**src/design/li_charge_consts.vh**
```
// constants for the lithium charge sequencer
`ifndef LI_CHARGE_CONSTS_VH
`define LI_CHARGE_CONSTS_VH

// clock rate and minute tick
`define CLK_HZ            10000000
`define SEC_PER_MIN       60
`define MINUTE_CYCLES     (`CLK_HZ * `SEC_PER_MIN)

// charge action codes
`define ACT_W             2
`define ACT_OFF           2'h0
`define ACT_PRECHARGE     2'h1
`define ACT_CURRENT_REG   2'h2
`define ACT_VOLTAGE_REG   2'h3

// state index for display pattern selection
`define ST_W              3
`define ST_PENDING        3'h0
`define ST_QUAL           3'h1
`define ST_PRECHARGE      3'h2
`define ST_SUSPEND        3'h3
`define ST_CURRENT_REG    3'h4
`define ST_VOLTAGE_REG    3'h5
`define ST_COMPLETE       3'h6

// display pattern: one byte, one bit shown per phase step
`define PAT_W             8
`define PHASE_W           3
`define PHASE_DEFAULT     24'h0F4240

// challenge width for pack authentication
`define CHAL_W            32
`define AUTH_TIMEOUT_DEF  16'h2710

`endif

```
**src/design/li_charge_seq.v**
```verilog
// lithium multi-step charge sequencer with status display and pack authentication
// Operation
// - reset enters pending; stays there until a pack is detected with supply valid
// - pending goes to qualification (to authentication first when enabled) only with pack present and supply valid
// - qualification goes to suspend when temperature outside initiation window
// - qualification goes precharge when voltage below initiation minimum, temperature in window
// - qualification goes current regulation when voltage above minimum but not above recharge threshold, temperature in window
// - qualification goes complete when voltage above recharge threshold, temperature in window
// - precharge applies the configured low precharge current
// - precharge goes current regulation when voltage above minimum, temperature in window
// - precharge timeout with low voltage or temperature out of window goes suspend
// - every charging or idle state returns to pending when pack absent
// - suspend applies no charge current
// - suspend goes precharge when temperature in window, voltage below recharge threshold, no authentication failure
// - current regulation charges at regulation current, limited by regulation voltage
// - current regulation goes voltage regulation at regulation voltage, below charging temp max
// - current regulation suspends on over voltage or temperature out of limits
// - current regulation suspends when its time limit is exceeded
// - voltage regulation completes when current tapers with voltage at regulation
// - voltage regulation suspends on over voltage, over temperature or timeout
// - complete stops charging; restarts via pending on removal or low voltage
// - two indicator outputs with per-state patterns and flash rates
// - when enabled send 32-bit challenge; pack returns response for validation
// - each indicator has one pattern byte per charger state
// - temperatures compared in the encoded one-byte form
`include "li_charge_consts.vh"

module li_charge_seq
#(
  parameter [31:0] MINUTE_CYCLES = `MINUTE_CYCLES,
  parameter [23:0] PHASE_CYCLES  = `PHASE_DEFAULT,
  parameter [15:0] AUTH_TIMEOUT  = `AUTH_TIMEOUT_DEF
)
(
  // clock and reset
  input  wire                ref_clk_i,
  input  wire                resetn_i,
  // presence and supply
  input  wire                battery_present_i,
  input  wire                supply_valid_i,
  // voltage comparisons from front end
  input  wire                volt_below_init_min_i,
  input  wire                volt_above_recharge_i,
  input  wire                volt_at_regulation_i,
  input  wire                volt_above_charge_max_i,
  // current comparison
  input  wire                current_at_taper_i,
  // encoded temperature and limits
  input  wire [7:0]          battery_temp_i,
  input  wire [7:0]          init_temp_min_i,
  input  wire [7:0]          init_temp_max_i,
  input  wire [7:0]          charging_temp_max_i,
  // time limits in minutes
  input  wire [7:0]          precharge_time_i,
  input  wire [7:0]          current_reg_time_i,
  input  wire [7:0]          voltage_reg_time_i,
  // display patterns, one byte per state, state 0 in low byte
  input  wire [55:0]         pattern_a_i,
  input  wire [55:0]         pattern_b_i,
  // authentication
  input  wire                auth_enable_i,
  input  wire [31:0]         auth_seed_i,
  input  wire                response_valid_i,
  input  wire                response_ok_i,
  output reg                 challenge_valid_o,
  output reg  [31:0]         challenge_o,
  output reg                 auth_fail_o,
  // charge action and display
  output reg  [1:0]          charge_action_o,
  output reg  [2:0]          charge_state_o,
  output reg                 status_indicator_a_o,
  output reg                 status_indicator_b_o
);

  // -----------------------------------------------------------------
  // states
  // -----------------------------------------------------------------
  localparam [7:0] S_PEND = 8'h01;
  localparam [7:0] S_AUTH = 8'h02;
  localparam [7:0] S_QUAL = 8'h04;
  localparam [7:0] S_PRE  = 8'h08;
  localparam [7:0] S_SUSP = 8'h10;
  localparam [7:0] S_CREG = 8'h20;
  localparam [7:0] S_REGULATION_VOLTAGE = 8'h40;
  localparam [7:0] S_DONE = 8'h80;

  reg  [7:0]  state_r;
  reg  [7:0]  state_nxt;
  reg  [31:0] tick_cnt_r;
  reg  [7:0]  minutes_r;
  reg  [23:0] phase_cnt_r;
  reg  [2:0]  phase_r;
  reg  [15:0] auth_cnt_r;
  reg  [31:0] lfsr_r;

  // encoded temperature window check
  function temp_in_window;
    input [7:0] t;
    input [7:0] lo;
    input [7:0] hi;
    begin
      temp_in_window = (t >= lo) && (t <= hi);
    end
  endfunction

  // limit check for timed states
  function time_over;
    input [7:0] mins;
    input [7:0] lim;
    begin
      time_over = (mins >= lim);
    end
  endfunction

  wire in_win    = temp_in_window(battery_temp_i, init_temp_min_i, init_temp_max_i);
  wire hot_chg   = (battery_temp_i >= charging_temp_max_i);
  wire entering  = (state_nxt != state_r);
  wire min_tick  = (tick_cnt_r == MINUTE_CYCLES - 32'h1);

  // -----------------------------------------------------------------
  // next state
  // -----------------------------------------------------------------
  always @*
  begin
    state_nxt = state_r;
    case (state_r)
      S_PEND:
        if (battery_present_i && supply_valid_i)
          state_nxt = auth_enable_i ? S_AUTH : S_QUAL;
      S_AUTH:
        if (!battery_present_i)
          state_nxt = S_PEND;
        else if (response_valid_i && response_ok_i)
          state_nxt = S_QUAL;
        else if (response_valid_i || auth_cnt_r == AUTH_TIMEOUT)
          state_nxt = S_SUSP;
      S_QUAL:
        if (!battery_present_i)
          state_nxt = S_PEND;
        else if (!in_win)
          state_nxt = S_SUSP;
        else if (volt_above_recharge_i)
          state_nxt = S_DONE;
        else if (volt_below_init_min_i)
          state_nxt = S_PRE;
        else
          state_nxt = S_CREG;
      S_PRE:
        if (!battery_present_i)
          state_nxt = S_PEND;
        else if (!volt_below_init_min_i && in_win)
          state_nxt = S_CREG;
        else if (time_over(minutes_r, precharge_time_i))
          state_nxt = S_SUSP;
      S_SUSP:
        if (!battery_present_i)
          state_nxt = S_PEND;
        else if (in_win && !volt_above_recharge_i && !auth_fail_o)
          state_nxt = S_PRE;
      S_CREG:
        if (!battery_present_i)
          state_nxt = S_PEND;
        else if (volt_above_charge_max_i || !in_win)
          state_nxt = S_SUSP;
        else if (time_over(minutes_r, current_reg_time_i))
          state_nxt = S_SUSP;
        else if (volt_at_regulation_i && !hot_chg)
          state_nxt = S_REGULATION_VOLTAGE;
      S_REGULATION_VOLTAGE:
        if (!battery_present_i)
          state_nxt = S_PEND;
        else if (volt_above_charge_max_i || hot_chg
                 || time_over(minutes_r, voltage_reg_time_i))
          state_nxt = S_SUSP;
        else if (current_at_taper_i && volt_at_regulation_i)
          state_nxt = S_DONE;
      S_DONE:
        if (!battery_present_i || !volt_above_recharge_i)
          state_nxt = S_PEND;
      default:
        state_nxt = S_PEND;
    endcase
  end

  // -----------------------------------------------------------------
  // state register and minute timer
  // -----------------------------------------------------------------
  always @(posedge ref_clk_i or negedge resetn_i)
  begin
    if (!resetn_i)
    begin
      state_r    <= S_PEND;
      tick_cnt_r <= 32'h0;
      minutes_r  <= 8'h0;
    end
    else
    begin
      state_r <= state_nxt;
      if (entering)
      begin
        tick_cnt_r <= 32'h0;
        minutes_r  <= 8'h0;
      end
      else if (min_tick)
      begin
        tick_cnt_r <= 32'h0;
        if (minutes_r != 8'hFF)
          minutes_r <= minutes_r + 8'h1;
      end
      else
        tick_cnt_r <= tick_cnt_r + 32'h1;
    end
  end

  // -----------------------------------------------------------------
  // authentication challenge
  // -----------------------------------------------------------------
  always @(posedge ref_clk_i or negedge resetn_i)
  begin
    if (!resetn_i)
    begin
      lfsr_r            <= 32'h1;
      challenge_o       <= 32'h0;
      challenge_valid_o <= 1'b0;
      auth_cnt_r        <= 16'h0;
      auth_fail_o       <= 1'b0;
    end
    else
    begin
      lfsr_r <= {lfsr_r[30:0], lfsr_r[31] ^ lfsr_r[21] ^ lfsr_r[1] ^ lfsr_r[0]};
      challenge_valid_o <= 1'b0;
      if (state_r == S_PEND && state_nxt == S_AUTH)
      begin
        challenge_o       <= lfsr_r ^ auth_seed_i;
        challenge_valid_o <= 1'b1;
        auth_cnt_r        <= 16'h0;
      end
      else if (state_r == S_AUTH && auth_cnt_r != AUTH_TIMEOUT)
        auth_cnt_r <= auth_cnt_r + 16'h1;
      if (state_r == S_AUTH && state_nxt == S_SUSP)
        auth_fail_o <= 1'b1;
      else if (state_nxt == S_PEND)
        auth_fail_o <= 1'b0;
    end
  end

  // -----------------------------------------------------------------
  // display phase and outputs
  // -----------------------------------------------------------------
  reg [2:0] st_idx;
  always @*
  begin
    case (state_nxt)
      S_PEND:  st_idx = `ST_PENDING;
      S_AUTH:  st_idx = `ST_QUAL;
      S_QUAL:  st_idx = `ST_QUAL;
      S_PRE:   st_idx = `ST_PRECHARGE;
      S_SUSP:  st_idx = `ST_SUSPEND;
      S_CREG:  st_idx = `ST_CURRENT_REG;
      S_REGULATION_VOLTAGE:  st_idx = `ST_VOLTAGE_REG;
      S_DONE:  st_idx = `ST_COMPLETE;
      default: st_idx = `ST_PENDING;
    endcase
  end

  wire [7:0] pat_a = pattern_a_i[st_idx*8 +: 8];
  wire [7:0] pat_b = pattern_b_i[st_idx*8 +: 8];

  // registered action, state code and indicators
  always @(posedge ref_clk_i or negedge resetn_i)
  begin
    if (!resetn_i)
    begin
      phase_cnt_r          <= 24'h0;
      phase_r              <= 3'h0;
      charge_action_o      <= `ACT_OFF;
      charge_state_o       <= `ST_PENDING;
      status_indicator_a_o <= 1'b0;
      status_indicator_b_o <= 1'b0;
    end
    else
    begin
      if (phase_cnt_r >= PHASE_CYCLES - 24'h1)
      begin
        phase_cnt_r <= 24'h0;
        phase_r     <= phase_r + 3'h1;
      end
      else
        phase_cnt_r <= phase_cnt_r + 24'h1;
      charge_state_o       <= st_idx;
      status_indicator_a_o <= pat_a[phase_r];
      status_indicator_b_o <= pat_b[phase_r];
      case (state_nxt)
        S_PRE:   charge_action_o <= `ACT_PRECHARGE;
        S_CREG:  charge_action_o <= `ACT_CURRENT_REG;
        S_REGULATION_VOLTAGE:  charge_action_o <= `ACT_VOLTAGE_REG;
        default: charge_action_o <= `ACT_OFF;
      endcase
    end
  end

endmodule // li_charge_seq

```
**config.mk**
```make
export PLATFORM = sky130hd
export DESIGN_NAME = li_charge_seq
export DESIGN_NICKNAME = d
export VERILOG_FILES = /design/src/design/li_charge_seq.v
export VERILOG_INCLUDE_DIRS = /design/src /design/src/design
export SDC_FILE = /design/constraint.sdc
export NUM_CORES = 1
export LEC_CHECK = 0
export BUFFER_PORTS_ARGS = -buffer_cell sky130_fd_sc_hd__buf_4
export CORE_ASPECT_RATIO = 2
export CORE_MARGIN = 2
export CORE_UTILIZATION = 58
export DETAILED_ROUTE_END_ITERATION = 10
export PLACE_DENSITY = 0.88
export RECOVER_POWER = 100
export SKIP_CTS_REPAIR_TIMING = 1
export SYNTH_ARGS = -nofsm -noshare
export SYNTH_HDL_FRONTEND = slang
export SYNTH_SLANG_ARGS = --single-unit
```
**constraint.sdc**
```tcl
create_clock -name ref_clk_i -period 8.5 [get_ports ref_clk_i]
set_input_delay 0.425 -clock ref_clk_i [delete_from_list [all_inputs] [get_ports ref_clk_i]]
set_output_delay 0.425 -clock ref_clk_i [all_outputs]
set_load 0.05 [all_outputs]
```
======== Word-level counts from Yosys, hierarchy flattened ========
Index checks and enable logic that the tools add are counted.
word-level totals
  flip-flop bits (word level) ............. 164
  bits of input ports ..................... 212
  word-level logic and storage cells ...... 122
operators by class
  $add $sub $neg .......................... 5
  magnitude comparators ................... 8
  equality and inequality tests ........... 21
  shift operators ......................... 2
  multiplexer cells ....................... 40
  bitwise operators ....................... 4
  reductions and logical operators ........ 28
operators with widths
  kind                                                                  number
  two-way mux 8 bit                                                     23
  variable part select 56 x 7 -> 8 bit                                  2
  two-way mux 32 bit                                                    2
  one-hot mux 8 bit (8 select lines)                                    1
  greater-or-equal comparator 8 bit                                     5
  adder 32 x 1 -> 32 bit (second input constant)                        1
  equality test 32 x 30 -> 1 bit (second input constant)                1
  two-way mux 16 bit                                                    2
  XOR 32 bit                                                            1
  adder 24 x 1 -> 24 bit (second input constant)                        1
  greater-or-equal comparator 24 x 20 -> 1 bit (second input constant)  1
  two-way mux 24 bit                                                    1
  one-hot mux 3 bit (6 select lines)                                    1
  adder 16 x 1 -> 16 bit (second input constant)                        1
  equality test 16 x 14 -> 1 bit (second input constant)                1
  equality test 8 x 1 -> 1 bit (second input constant)                  2
  equality test 8 x 2 -> 1 bit (second input constant)                  2
  equality test 8 x 3 -> 1 bit (second input constant)                  2
  equality test 8 x 4 -> 1 bit (second input constant)                  2
  equality test 8 x 5 -> 1 bit (second input constant)                  2
  equality test 8 x 6 -> 1 bit (second input constant)                  2
  equality test 8 x 7 -> 1 bit (second input constant)                  2
  equality test 8 bit (second input constant)                           2
  inequality test 16 x 14 -> 1 bit (second input constant)              1
  18 further kinds                                                      47

======== Longest topological paths before layout ========
Gate-level depths: netlist (run 1).
  depth after elaboration ................. 14
  depth in mapped cells ................... 18
  depth with buffers taken out ............ 16

======== Worst setup path before layout (run 1) ========
OpenSTA, ideal clock, no wires.
  path type ............................... input port to flip-flop
  start point ............................. input port battery_temp_i[0]
  end point ............................... register status_indicator_a_o
  library setup time ...................... 124 ps
  data arrival time ....................... 3,396 ps
  required time ........................... 8,376 ps
  path slack .............................. 4,980 ps
  stages on the path ...................... 14
  cell sequence ........................... inv_1 ha_1 nand2b_1 a2111oi_2 o211ai_1 a21oi_2 o21bai_1 a311o_2 nor3_4 nor2_4 a2111oi_4 nor3_1 o2111a_1 a211o_1
between the ends
  cells in the longest elaborated chain, start to end .. 14
  elaborated cells on any way between the ends .. 38
RTL lines
  what                                                                                 line                 text
  from (decl)                                                                          li_charge_seq.v:49   input wire [7:0] battery_temp_i,
  greater-or-equal comparator 8 bit                                                    li_charge_seq.v:116  wire hot_chg = (battery_temp_i >= charging_temp_max_i);
  logical NOT 1 bit                                                                    li_charge_seq.v:167  else if (volt_at_regulation_i && !hot_chg)
  logical AND 1 bit                                                                    li_charge_seq.v:167
  two-way mux 8 bit                                                                    li_charge_seq.v:167
  two-way mux 8 bit                                                                    li_charge_seq.v:165  else if (time_over(minutes_r, current_reg_time_i))
  two-way mux 8 bit                                                                    li_charge_seq.v:163  else if (volt_above_charge_max_i || !in_win)
  two-way mux 8 bit                                                                    li_charge_seq.v:161  if (!battery_present_i)
  one-hot mux 8 bit (8 select lines) *                                                 li_charge_seq.v:126  case (state_r)
  equality test 8 x 2 -> 1 bit / equality test 8 x 3 -> 1 bit (equally long branches)  li_charge_seq.v:253  case (state_nxt)
  OR reduction 2 bit (no line)                                                         n/a
  one-hot mux 3 bit (6 select lines) *                                                 li_charge_seq.v:253
  variable part select 56 x 7 -> 8 bit *                                               li_charge_seq.v:266  wire [7:0] pat_a = pattern_a_i[st_idx*8 +: 8];
  binary-select mux 1 bit (select 3 bit) *                                             li_charge_seq.v:291  status_indicator_a_o <= pat_a[phase_r];
  two-way mux 1 bit (not written as such) *                                            li_charge_seq.v:291
  to (signal assigned)                                                                 li_charge_seq.v:291
  to (decl)                                                                            li_charge_seq.v:71   output reg status_indicator_a_o,
Every way passes the cells marked *; elsewhere a longest branch is shown, timed or not. The select of a mux whose other input is x is not followed.
A chain may end at the register's enable or synchronous reset.

======== Final worst setup path (run 1) ========
  start point ............................. register state_r[7]
  end point ............................... register tick_cnt_r[27]
between the ends
  cells in the longest elaborated chain, start to end .. 7
  elaborated cells on any way between the ends .. 28
RTL lines
  what                                line                 text
  from (decl)                         li_charge_seq.v:87   reg [7:0] state_r;
  from (signal assigned)              li_charge_seq.v:198  state_r <= state_nxt;
  two-way mux 8 bit                   li_charge_seq.v:167
  two-way mux 8 bit                   li_charge_seq.v:165
  two-way mux 8 bit                   li_charge_seq.v:163
  two-way mux 8 bit                   li_charge_seq.v:161
  one-hot mux 8 bit (8 select lines)  li_charge_seq.v:126
  inequality test 8 bit *             li_charge_seq.v:117  wire entering = (state_nxt != state_r);
  two-way mux 32 bit *                li_charge_seq.v:199  if (entering)
  to (signal assigned)                li_charge_seq.v:211  tick_cnt_r <= tick_cnt_r + 32'h1;
  to (decl)                           li_charge_seq.v:89   reg [31:0] tick_cnt_r;
Every way passes the cells marked *; elsewhere a longest branch is shown, timed or not.

==> results.json, run 1 <==
{
  "max_clock_freq_mhz": 165,
  "buffer_ports.inserted": 252,
  "timing.critical_path.from": "state_r[7]",
  "die_y_um": 186,
  "fin_tns_setup_ps": 0,
  "final.fill_count": 1139,
  "finalCriticalPeriod_ps": 6050,
  "area_share_of_fa_ha_maj_cells_after_synthesis_pct": 7.01,
  "worst_setup_hold_path_clk_slew_ps": 80,
  "clk-insertion-delay-late_ps": 430,
  "detailedRoute.firstPassIterationCount": 5,
  "yosysSeqAreaShare_pct": 42.6,
  "htree_num_levels": 4,
  "hold_ws_ps": 269,
  "drive_above_1_share_pct": 20.9,
  "grt_pass1_vias": 9084,
  "final.period_utilization_pct": 71.1,
  "cts-root-buf": "clkbuf_16",
  "clkSinkCount": 164,
  "yosys_warnings": 0,
  "power.ir.vdd_worst_v": 0.000238,
  "wire_per_inst_um": 18.7,
  "worst_hold_startpoint": "auth_seed_i[1]",
  "maxSlewViolCount": 237,
  "mappedNetlistArea_um2": 9640,
  "grtUsageTotal_pct": 31.8,
  "dp_slack_ps": 3550,
  "timing.critical_path.max_delay_family": "simple AND/OR/NAND/NOR gates",
  "grt_max_degree": 103,
  "grt_antenna_before_repair": 0,
  "nNetsFinal": 1519,
  "critical_path.n_buffers_inverters": 1,
  "yosys_reg_bits": 164,
  "finalHoldViolCount": 0,
  "post_synth_xor_area_fraction_pct": 9.45,
  "total_power_mw": 2.61,
  "synthesis.instances": 1008,
  "rr_startpoint": "state_r[7]",
  "design.portCount": 253,
  "fp.coreArea_um2": 16300,
  "grt.overflow.total": 0,
  "synth-edff-count": 0,
  "most-common-layout-cells": "211 x buf_4, 162 x dfrtp_1, 117 x nor2_1, 106 x nand2_1, 61 x xnor2_1",
  "timing.max_slew.rel_slack_pct": -255,
  "yosys.area.top_type_share_pct": 42.1,
  "finClkSkew_ps": 11.4,
  "yosys-mux-area-fraction_pct": 5.73,
  "crit_fanout": 67,
  "reported_max_cap_violation_count": 5,
  "synth_top_family_by_area": "simple AND/OR/NAND/NOR gates",
  "viasPerCell": 5.80,
  "failed_checks": "capacitance limit, slew limit",
  "yosys.area.top_type": "dfrtp_1",
  "place.detailed.instances": 1438,
  "cp_data_arrival_time_ps": 6380,
  "routed_wl_um": 27500,
  "cpMaxStageDelayCell": "nand2b_1",
  "setup_crit_path_kind": "register to register",
  "crit_path_start_kind": "register",
  "critical_path.cell_chain": "nor4_1 -> and4b_1 -> nand2b_1 -> clkinv_1 -> a2111oi_0 -> o211a_1 -> o211ai_1 -> or3_1 -> nand2b_1 -> nor2_1",
  "tightest_slew_ps": 5320,
  "synth_compound_gate_area_share_pct": 11.4,
  "final_cells": 1470,
  "final_common_cell": "buf_4",
  "drtIter0Drc": 473,
  "yosysUniqueCellTypes": 82,
  "drtAntennaViolNets": 0,
  "route.vias.total": 8527,
  "cts_max_path_buffers": 2,
  "ys_dominant_reg_cell": "dfrtp_1",
  "diodes": 0,
  "area_delta_synth_final_pct": 24.7,
  "initial_core_utilization_pct": 59.2,
  "gp_congestion": 0.940,
  "run_status": "complete, but fails checks",
  "grt_setup_unrepaired": "no",
  "library_cell_appearing_most_often_on_the_critical_path": "nand2b_1",
  "grt_pass1_wl_um": 43700,
  "setup_violations": 0,
  "max_stage_delay_ps": 1460,
  "route.detailed.drc": 0,
  "critical_path_required_ps": 8830,
  "tritoncts.num_buffers": 17,
  "die-area_um2": 17700,
  "die-width_um": 95.1,
  "leakagePower_nw": 5.70,
  "hold_path_class": "input pin to register",
  "postSynth.asyncResetShare_pct": 100,
  "synth_area_per_cell_um2": 9.56,
  "critical_path.endpoint_type": "register",
  "top_post_synthesis_cells_by_area": "dfrtp_1 42%, ha_1 7.0%, xnor2_1 5.5%",
  "clock_tree_from_tritoncts": "yes",
  "synth_simple_gate_area_share_pct": 19.5,
  "hpwlAfterDp_um": 20100,
  "setup_ws_ps": 2450,
  "num_rows": 66,
  "power.density_nw_per_um2": 217
}
## cells by family after synthesis
kind of cell	Yosys count
muxes	53
and+or+nand+nor	378
adders and majority gates	54
buffers and inverters	95
DFF	164
xor gates and xnor gates	104
other	1
AOI/OAI and AO/OA	159
## worst paths after layout
check / end / slack [ps] / cells past startpoint
max: tick_cnt_r[27] / 2450 / 10
min: challenge_o[1] / 270 / 3
max reg2reg: tick_cnt_r[27] / 2450 / 10
min reg2reg: lfsr_r[18] / 400 / 0
max in group asynchronous: charge_state_o[2] / 3050 / 2
min in group asynchronous: auth_cnt_r[3] / 1920 / 1
## sequential cells by signal, summed over array words and instances (netlist names)
signal and cells:
state_r 8, auth_fail_o 1, charge_state_o 3, challenge_valid_o 1, status_indicator_b_o 1, status_indicator_a_o 1
tick_cnt_r 32, minutes_r 8, phase_r 3, auth_cnt_r 16, phase_cnt_r 24, challenge_o 32
lfsr_r 32, charge_action_o 2
## stage by stage
step / utilization (%) / cell area, um^2
after floorplan: - / 9650
after global placement: 71.6 / 11700
after detailed placement: 71.6 / 11700
after CTS: 75.2 / 12200
after global routing: 73.9 / 12000
final: 73.9 / 12000
## routing by layer
metal  global-route usage (%)  part of all wire (%)  up-vias
li1                         -                     -     3988
met1                     33.7                    36     4122
met2                     57.9                    54      329
met3                     7.74                   6.1       88
met4                     15.1                   4.5        0
met5                        0                     0        -
## where the power goes
part	internal, mW	total (mW)	switching [mW]
logic	0.253	0.874	0.621
clock network	0.394	0.754	0.360
registers	0.883	0.978	0.0948
total	1.53	2.61	1.08
## Yosys cell counts (all sizes together) (10+ instances only)
| cell type | n |
|---|---|
| nor4 | 10 |
| o211ai | 13 |
| inv | 62 |
| buf | 17 |
| mux2i | 48 |
| clkbuf | 15 |
| o21ai | 54 |
| xnor2 | 61 |
| ha | 54 |
| and3 | 17 |
| dfrtp | 162 |
| nor2 | 118 |
| nor3 | 10 |
| nand3 | 46 |
| nand2b | 11 |
| xor2 | 43 |
| nand2 | 106 |
| nand4 | 15 |
| a21oi | 28 |
## tightest hold or removal path: stages
cell,delay [ps]
buf_4,80
xnor2_1,90
o21ai_0,60
## final cells by class
class / instances / area, um^2 / share of cell area [%]
clock buffers: 17 / 425 / 3.54
clock inverters: 15 / 161 / 1.34
inverters: 63 / 236 / 1.97
multi-input cells: 752 / 5080 / 42.3
flip-flops and latches: 164 / 4110 / 34.2
well taps: 204 / 255 / 2.12
repair buffers: 255 / 1750 / 14.6
Power figures use the tool's default switching activity.
==> run 2, diff against run 1 <==
--- a/config.mk
+++ b/config.mk
@@ -6,12 +6,13 @@
 export SDC_FILE = /design/constraint.sdc
 export NUM_CORES = 1
 export LEC_CHECK = 0
+export ABC_AREA = 1
 export BUFFER_PORTS_ARGS = -buffer_cell sky130_fd_sc_hd__buf_4
 export CORE_ASPECT_RATIO = 2
 export CORE_MARGIN = 2
-export CORE_UTILIZATION = 58
+export CORE_UTILIZATION = 55
 export DETAILED_ROUTE_END_ITERATION = 10
-export PLACE_DENSITY = 0.88
+export PLACE_DENSITY = 0.83
 export RECOVER_POWER = 100
 export SKIP_CTS_REPAIR_TIMING = 1
 export SYNTH_ARGS = -nofsm -noshare
==> constraint.sdc (replaced) <==
create_clock -name ref_clk_i -period 6.1 [get_ports ref_clk_i]
set_input_delay 0.305 -clock ref_clk_i [delete_from_list [all_inputs] [get_ports ref_clk_i]]
set_output_delay 0.305 -clock ref_clk_i [all_outputs]
set_load 0.05 [all_outputs]
==> run 2 against run 1 <==
- the run ends with hold timing, capacitance limit, slew limit left
- final area up 6.7%
- global-route usage shrank 4.9 points
- non-clock buffer count increased by 1
- flip-flop and latch count did not move
- first-iteration DRC count increased by 1.9%
- area after synthesis increased by 8.9%
- setup slack got worse by 980 ps
==> results.json, run 2 <==
{
  "clkSinkCount": 164,
  "ys_dominant_reg_cell": "dfrtp_1",
  "critical_path.endpoint_type": "register",
  "num_rows": 71,
  "yosys.area.top_type": "dfrtp_1",
  "buffer_ports.inserted": 252,
  "share_clk_of_total_power_pct": 24.8,
  "finClkSkew_ps": 11.3,
  "final_cells": 1912,
  "multiInputGateArea_um2": 5060,
  "reg2reg_depth": 20,
  "cts-root-buf": "clkbuf_16",
  "postSynth.asyncResetShare_pct": 100,
  "die_y_um": 199,
  "drtAntennaViolNets": 0,
  "worst_setup_hold_path_clk_slew_ps": 70,
  "final.period_utilization_pct": 75.8,
  "yosys.area.top_type_share_pct": 38.6,
  "timing.max_slew.rel_slack_pct": -105,
  "viasPerCell": 5.24,
  "grt.overflow.total": 0,
  "htree_num_levels": 4,
  "largest_registers": "challenge_o: 32 flops, lfsr_r: 32 flops, tick_cnt_r: 32 flops",
  "total_power_mw": 4.09,
  "grt_max_degree": 106,
  "grt.met1_usage_pct": 27.5,
  "drtIter0Drc": 482,
  "hpwlAfterDp_um": 20600,
  "timing.critical_path.max_delay_family": "simple AND/OR/NAND/NOR gates",
  "die-width_um": 102,
  "wire_per_inst_um": 14.1,
  "grt_pass1_wl_um": 43600,
  "die-area_um2": 20300,
  "finalHoldViolCount": 14,
  "worstReg2RegEnd": "tick_cnt_r[31]",
  "grt_pass1_vias": 9963,
  "power.density_nw_per_um2": 318,
  "switching_share_pct": 43.5,
  "fin_tns_setup_ps": 0,
  "setup_violations": 0,
  "detailedRoute.firstPassIterationCount": 4,
  "tightest_slew_ps": 3080,
  "ys_top_cells_by_count": "284 x nand2_1, 265 x inv_1, 180 x nand3_1",
  "power.ir.vdd_worst_v": 0.000340,
  "mappedNetlistArea_um2": 10500,
  "most-common-layout-cells": "286 x nand2_1, 267 x inv_1, 211 x buf_4, 181 x nand3_1, 162 x dfrtp_1",
  "crit_fanout": 28,
  "power.combinational.fraction_pct": 41.3,
  "setup_crit_path_kind": "register to register",
  "place.detailed.instances": 1879,
  "run_status": "complete, but fails checks",
  "nNetsFinal": 1909,
  "gp_congestion": 0.977,
  "post-route-util_pct": 68.4,
  "failed_checks": "hold timing, capacitance limit, slew limit",
  "critical_path.cell_chain": "ha_1 -> inv_1 -> nor2_1 -> o21ai_1 -> nand2_1 -> nand2_1 -> nand3_1 -> nor2_1 -> nand2_1 -> nand2_1 -> nand2_1 -> nor2_1 -> nand2_4 -> xor2_1 -> nand4_1 -> nor2_1 -> nand2_1 -> inv_1 -> nand2_1 -> nor2_1",
  "yosys_reg_bits": 164,
  "drive_above_1_share_pct": 16.7,
  "library_cell_appearing_most_often_on_the_critical_path": "nand2_1",
  "reported_max_cap_violation_count": 2,
  "leakagePower_nw": 6.83,
  "critical_path_required_ps": 6450,
  "grt_most_used_layer": "met2",
  "power_frac_seq_pct": 33.9,
  "route.detailed.drc": 0,
  "gr-usage-met2_pct": 49.4,
  "initial_core_utilization_pct": 56.0,
  "regArea_um2": 4110,
  "crit_path_start_kind": "register",
  "top_post_synthesis_cells_by_area": "dfrtp_1 39%, nand2_1 10%, inv_1 9.5%",
  "maxSlewViolCount": 110,
  "area_delta_synth_final_pct": 22.2,
  "critical_path.n_buffers_inverters": 2,
  "max_clock_freq_mhz": 216,
  "fp.coreArea_um2": 18700,
  "synth_area_per_cell_um2": 7.48,
  "route.vias.total": 10000,
  "synth-edff-count": 0,
  "clock_tree_from_tritoncts": "yes",
  "synth.most_common_cell": "nand2_1",
  "switching_power_mw": 1.78,
  "tritoncts.num_buffers": 17,
  "max_stage_delay_ps": 780,
  "hold_path_class": "input pin to async pin",
  "hold_ws_ps": -20.3,
  "cts_max_path_buffers": 2,
  "grtUsageTotal_pct": 26.9,
  "yosysSeqAreaShare_pct": 39.1,
  "clk-insertion-delay-late_ps": 420,
  "cell_internal_pwr_mw": 2.31,
  "reg2reg_setup_slack_ps": 1480,
  "yosysUniqueCellTypes": 50,
  "yosys_warnings": 0,
  "final_common_cell": "nand2_1",
  "finalCriticalPeriod_ps": 4620,
  "grtUsageMet3_pct": 3.78,
  "grt_antenna_before_repair": 1,
  "design.portCount": 253,
  "cpMaxStageDelayCell": "nand2_1",
  "grt_setup_unrepaired": "no",
  "cp_data_arrival_time_ps": 4980,
  "final.fill_count": 1621,
  "rr_startpoint": "minutes_r[1]",
  "routed_wl_um": 27000,
  "synthesis.instances": 1403
}
-- run 2: changes by cell type in the layout (fill, tap and decap cells not counted), moves of 12 or more --
cell      before  now
o21ai_0       47   60
o211ai_1      13    1
xor2_1        43   15
nor3_1         9   21
xnor2_1       61   38
nor2_1       117   97
and3_1        17    2
inv_1         59  267
mux2i_1       48    0
a21oi_1       26   47
nand4_1       15   41
nand2_1      106  286
nand3_1       45  181
-- run 2: power by group through the flow --
stage / Combinational, mW / Sequential, mW / Clock (mW)
after floorplan: 0.962 / 1.78 / 0
after global placement: 1.79 / 1.40 / 0
after detailed placement: 1.83 / 1.40 / 0
after CTS: 1.84 / 1.39 / 1.03
after global routing: 1.86 / 1.41 / 1.08
final: 1.69 / 1.39 / 1.01
-- run 2: how the worst max path moves through the flow --
stage               cells after the start              endpoint         startpoint
global route                           17  status_indicator_b_o       minutes_r[5]
finish                                 20        tick_cnt_r[31]       minutes_r[1]
CTS                                    22  status_indicator_b_o       minutes_r[0]
detailed placement                     19  status_indicator_b_o  battery_temp_i[7]
floorplan                              19          minutes_r[5]       minutes_r[7]
global placement                       21  status_indicator_b_o  battery_temp_i[0]
-- run 2: logic make-up after synthesis --
family	count (synthesis)	synth area share [%]
simple gates	681	30.8
buf+inv	312	12.0
flops	164	39.1
compound gates	138	7.21
fa+ha+maj	54	6.44
xor+xnor	53	4.42
other cells	1	0.0357
-- run 2: cell type report --
cell class	instances	area share, %
Multi-Input combinational cell	930	39.4
Sequential cell	164	32.0
Timing Repair Buffer	256	13.7
Inverter	274	8.03
Clock buffer	22	3.54
Tap cell	255	2.49
Clock inverter	10	0.780
Antenna cell	1	0.0195
-- run 2: worst reg2reg max path, delay by kind of cell (launching register included) --
kind                     cells  cell delay (ps)
adder cells (fa/ha/maj)      1              340
AND/OR/NAND/NOR             15             2990
buffers and inverters        2              470
AO/OA/AOI/OAI                1              100
XOR/XNOR                     1              180
flip-flops                   1              460
-- run 2: through the flow --
| step | area [um^2] | setup slack (ps) |
|---|---|---|
| floorplan | 10500 | 3410 |
| global placement | 12500 | 2380 |
| detailed placement | 12500 | 2320 |
| CTS | 13100 | 2310 |
| global route | 12800 | 998 |
| finish | 12800 | 1480 |
-- run 2: per-layer routing --
metal	routed length (um)	up-vias
li1	-	4946
met1	9480	4623
met2	14800	335
met3	1230	108
met4	1500	0
met5	0	-
==> run 3, diff against run 2 <==
==> constraint.sdc (replaced) <==
create_clock -name ref_clk_i -period 4.77 [get_ports ref_clk_i]
set_input_delay 0.2385 -clock ref_clk_i [delete_from_list [all_inputs] [get_ports ref_clk_i]]
set_output_delay 0.2385 -clock ref_clk_i [all_outputs]
set_load 0.05 [all_outputs]
==> run 3 against run 2 <==
- wire length increased by 1.8%
- clock skew shrank 2.4 ps
- first-iteration DRC count grew 4.6%
- flip-flop and latch count unchanged
- hold slack improved by 130 ps
- the flow finishes with violations (capacitance limit, slew limit)
- clock power is 29% higher
- final cell count is 0.21% higher
- sequential power rose by 27%
- non-clock buffer count rose by 5
- combinational power up 29%
==> results.json, run 3 (synthesis gave the netlist of run 2 again) <==
{
  "run_status": "complete, but fails checks",
  "failed_checks": "capacitance limit, slew limit",
  "final.period_utilization_pct": 82.2,
  "grt_max_degree": 81,
  "grt.overflow.total": 0,
  "initial_core_utilization_pct": 56.0,
  "die-width_um": 102,
  "drtIter0Drc": 504,
  "area_delta_synth_final_pct": 22.6,
  "design.portCount": 253,
  "setup_violations": 0,
  "fin_tns_setup_ps": 0,
  "die-area_um2": 20300,
  "multiInputGateArea_um2": 5070,
  "critical_path.endpoint_type": "register",
  "regArea_um2": 4110,
  "num_rows": 71,
  "detailedRoute.firstPassIterationCount": 7,
  "most-common-layout-cells": "285 x nand2_1, 266 x inv_1, 211 x buf_4, 181 x nand3_1, 162 x dfrtp_1",
  "grtUsageTotal_pct": 27.7,
  "leakagePower_nw": 6.85,
  "tightest_slew_ps": 2690,
  "hold_ws_ps": 113,
  "cts_max_path_buffers": 2,
  "worst_setup_hold_path_clk_slew_ps": 60,
  "power.density_nw_per_um2": 408,
  "setup_crit_path_kind": "register to register",
  "route.vias.total": 10000,
  "final.fill_count": 1602,
  "max_clock_freq_mhz": 255,
  "grt_antenna_before_repair": 0,
  "hold_path_class": "input pin to register",
  "buffer_ports.inserted": 252,
  "crit_fanout": 28,
  "hpwlAfterDp_um": 21200,
  "grt_pass1_vias": 10100,
  "finalCriticalPeriod_ps": 3920,
  "clkSinkCount": 164,
  "finalHoldViolCount": 0,
  "die_y_um": 199,
  "viasPerCell": 5.23,
  "route.detailed.drc": 0,
  "final_common_cell": "nand2_1",
  "finClkSkew_ps": 8.94,
  "largest_registers": "challenge_o: 32 flops, lfsr_r: 32 flops, tick_cnt_r: 32 flops",
  "reported_max_cap_violation_count": 3,
  "grt_pass1_wl_um": 44800,
  "total_power_mw": 5.25,
  "clk-insertion-delay-late_ps": 420,
  "grt_setup_unrepaired": "no",
  "cp_data_arrival_time_ps": 4230,
  "critical_path_required_ps": 5080,
  "routed_wl_um": 27500,
  "cts-root-buf": "clkbuf_16",
  "tritoncts.num_buffers": 17,
  "power.ir.vdd_worst_v": 0.000505,
  "gp_congestion": 0.905,
  "post-route-util_pct": 68.6,
  "nNetsFinal": 1914,
  "wire_per_inst_um": 14.3,
  "drive_above_1_share_pct": 16.7,
  "htree_num_levels": 4,
  "crit_path_start_kind": "register",
  "clock_tree_from_tritoncts": "yes",
  "maxSlewViolCount": 153,
  "diodes": 0,
  "fp.coreArea_um2": 18700,
  "timing.max_slew.rel_slack_pct": -79.6,
  "drtAntennaViolNets": 0
}
-- run 3: area by class of cell --
class | count | area share [%]
multi-input combinational | 930 | 39.4
timing repair buffer | 261 | 13.9
sequential | 164 | 31.9
inverter | 274 | 8.01
tap | 255 | 2.48
clock buffer | 21 | 3.50
clock inverter | 11 | 0.798
-- run 3: worst paths after layout --
check / from / endpoint / slack (ps) / cells after the start
max in group asynchronous: resetn_i / phase_cnt_r[18] / 1320 / 3
worst min-delay path: auth_seed_i[0] / challenge_o[0] / 110 / 3
worst min register to register: lfsr_r[28] / lfsr_r[29] / 400 / 0
worst max register to register: minutes_r[1] / tick_cnt_r[12] / 850 / 18
min in group asynchronous: resetn_i / challenge_o[17] / 430 / 2
worst max-delay path: minutes_r[1] / tick_cnt_r[12] / 850 / 18
-- run 3: power by group --
group          switching, mW  internal, mW
Combinational           1.57         0.614
Clock                  0.561         0.734
Sequential             0.157          1.61
-- run 3: layer usage --
metal	track usage (%)	part of all wire [%]
met1	27.7	34
met2	52.3	56
met3	4.76	4.4
met4	15.2	5.4
met5	0	0
-- run 3: worst max-delay path, cell delays in order (launching register included) --
cell	delay (ps)
dfrtp_1	430
ha_1	310
inv_1	60
nor2_1	30
o21ai_0	130
nand2_1	70
nand2_1	80
nand3_1	60
nor2_1	270
nand2_1	90
nand2_1	80
nand2_1	80
nor2_4	230
nand2_1	200
xor2_1	200
nand4_1	100
nor2_1	670
nand2_4	380
a211oi_1	340
-- run 3: metrics by stage --
step           instances  setup slack, ps  area, um^2
6_report            1916              850       12900
2_1_floorplan       1406             2080       10500
3_5_place_dp        1883             1130       12600
3_3_place_gp        1883             1210       12600
5_1_grt             1916              389       12900
4_1_cts             1915             1120       13100
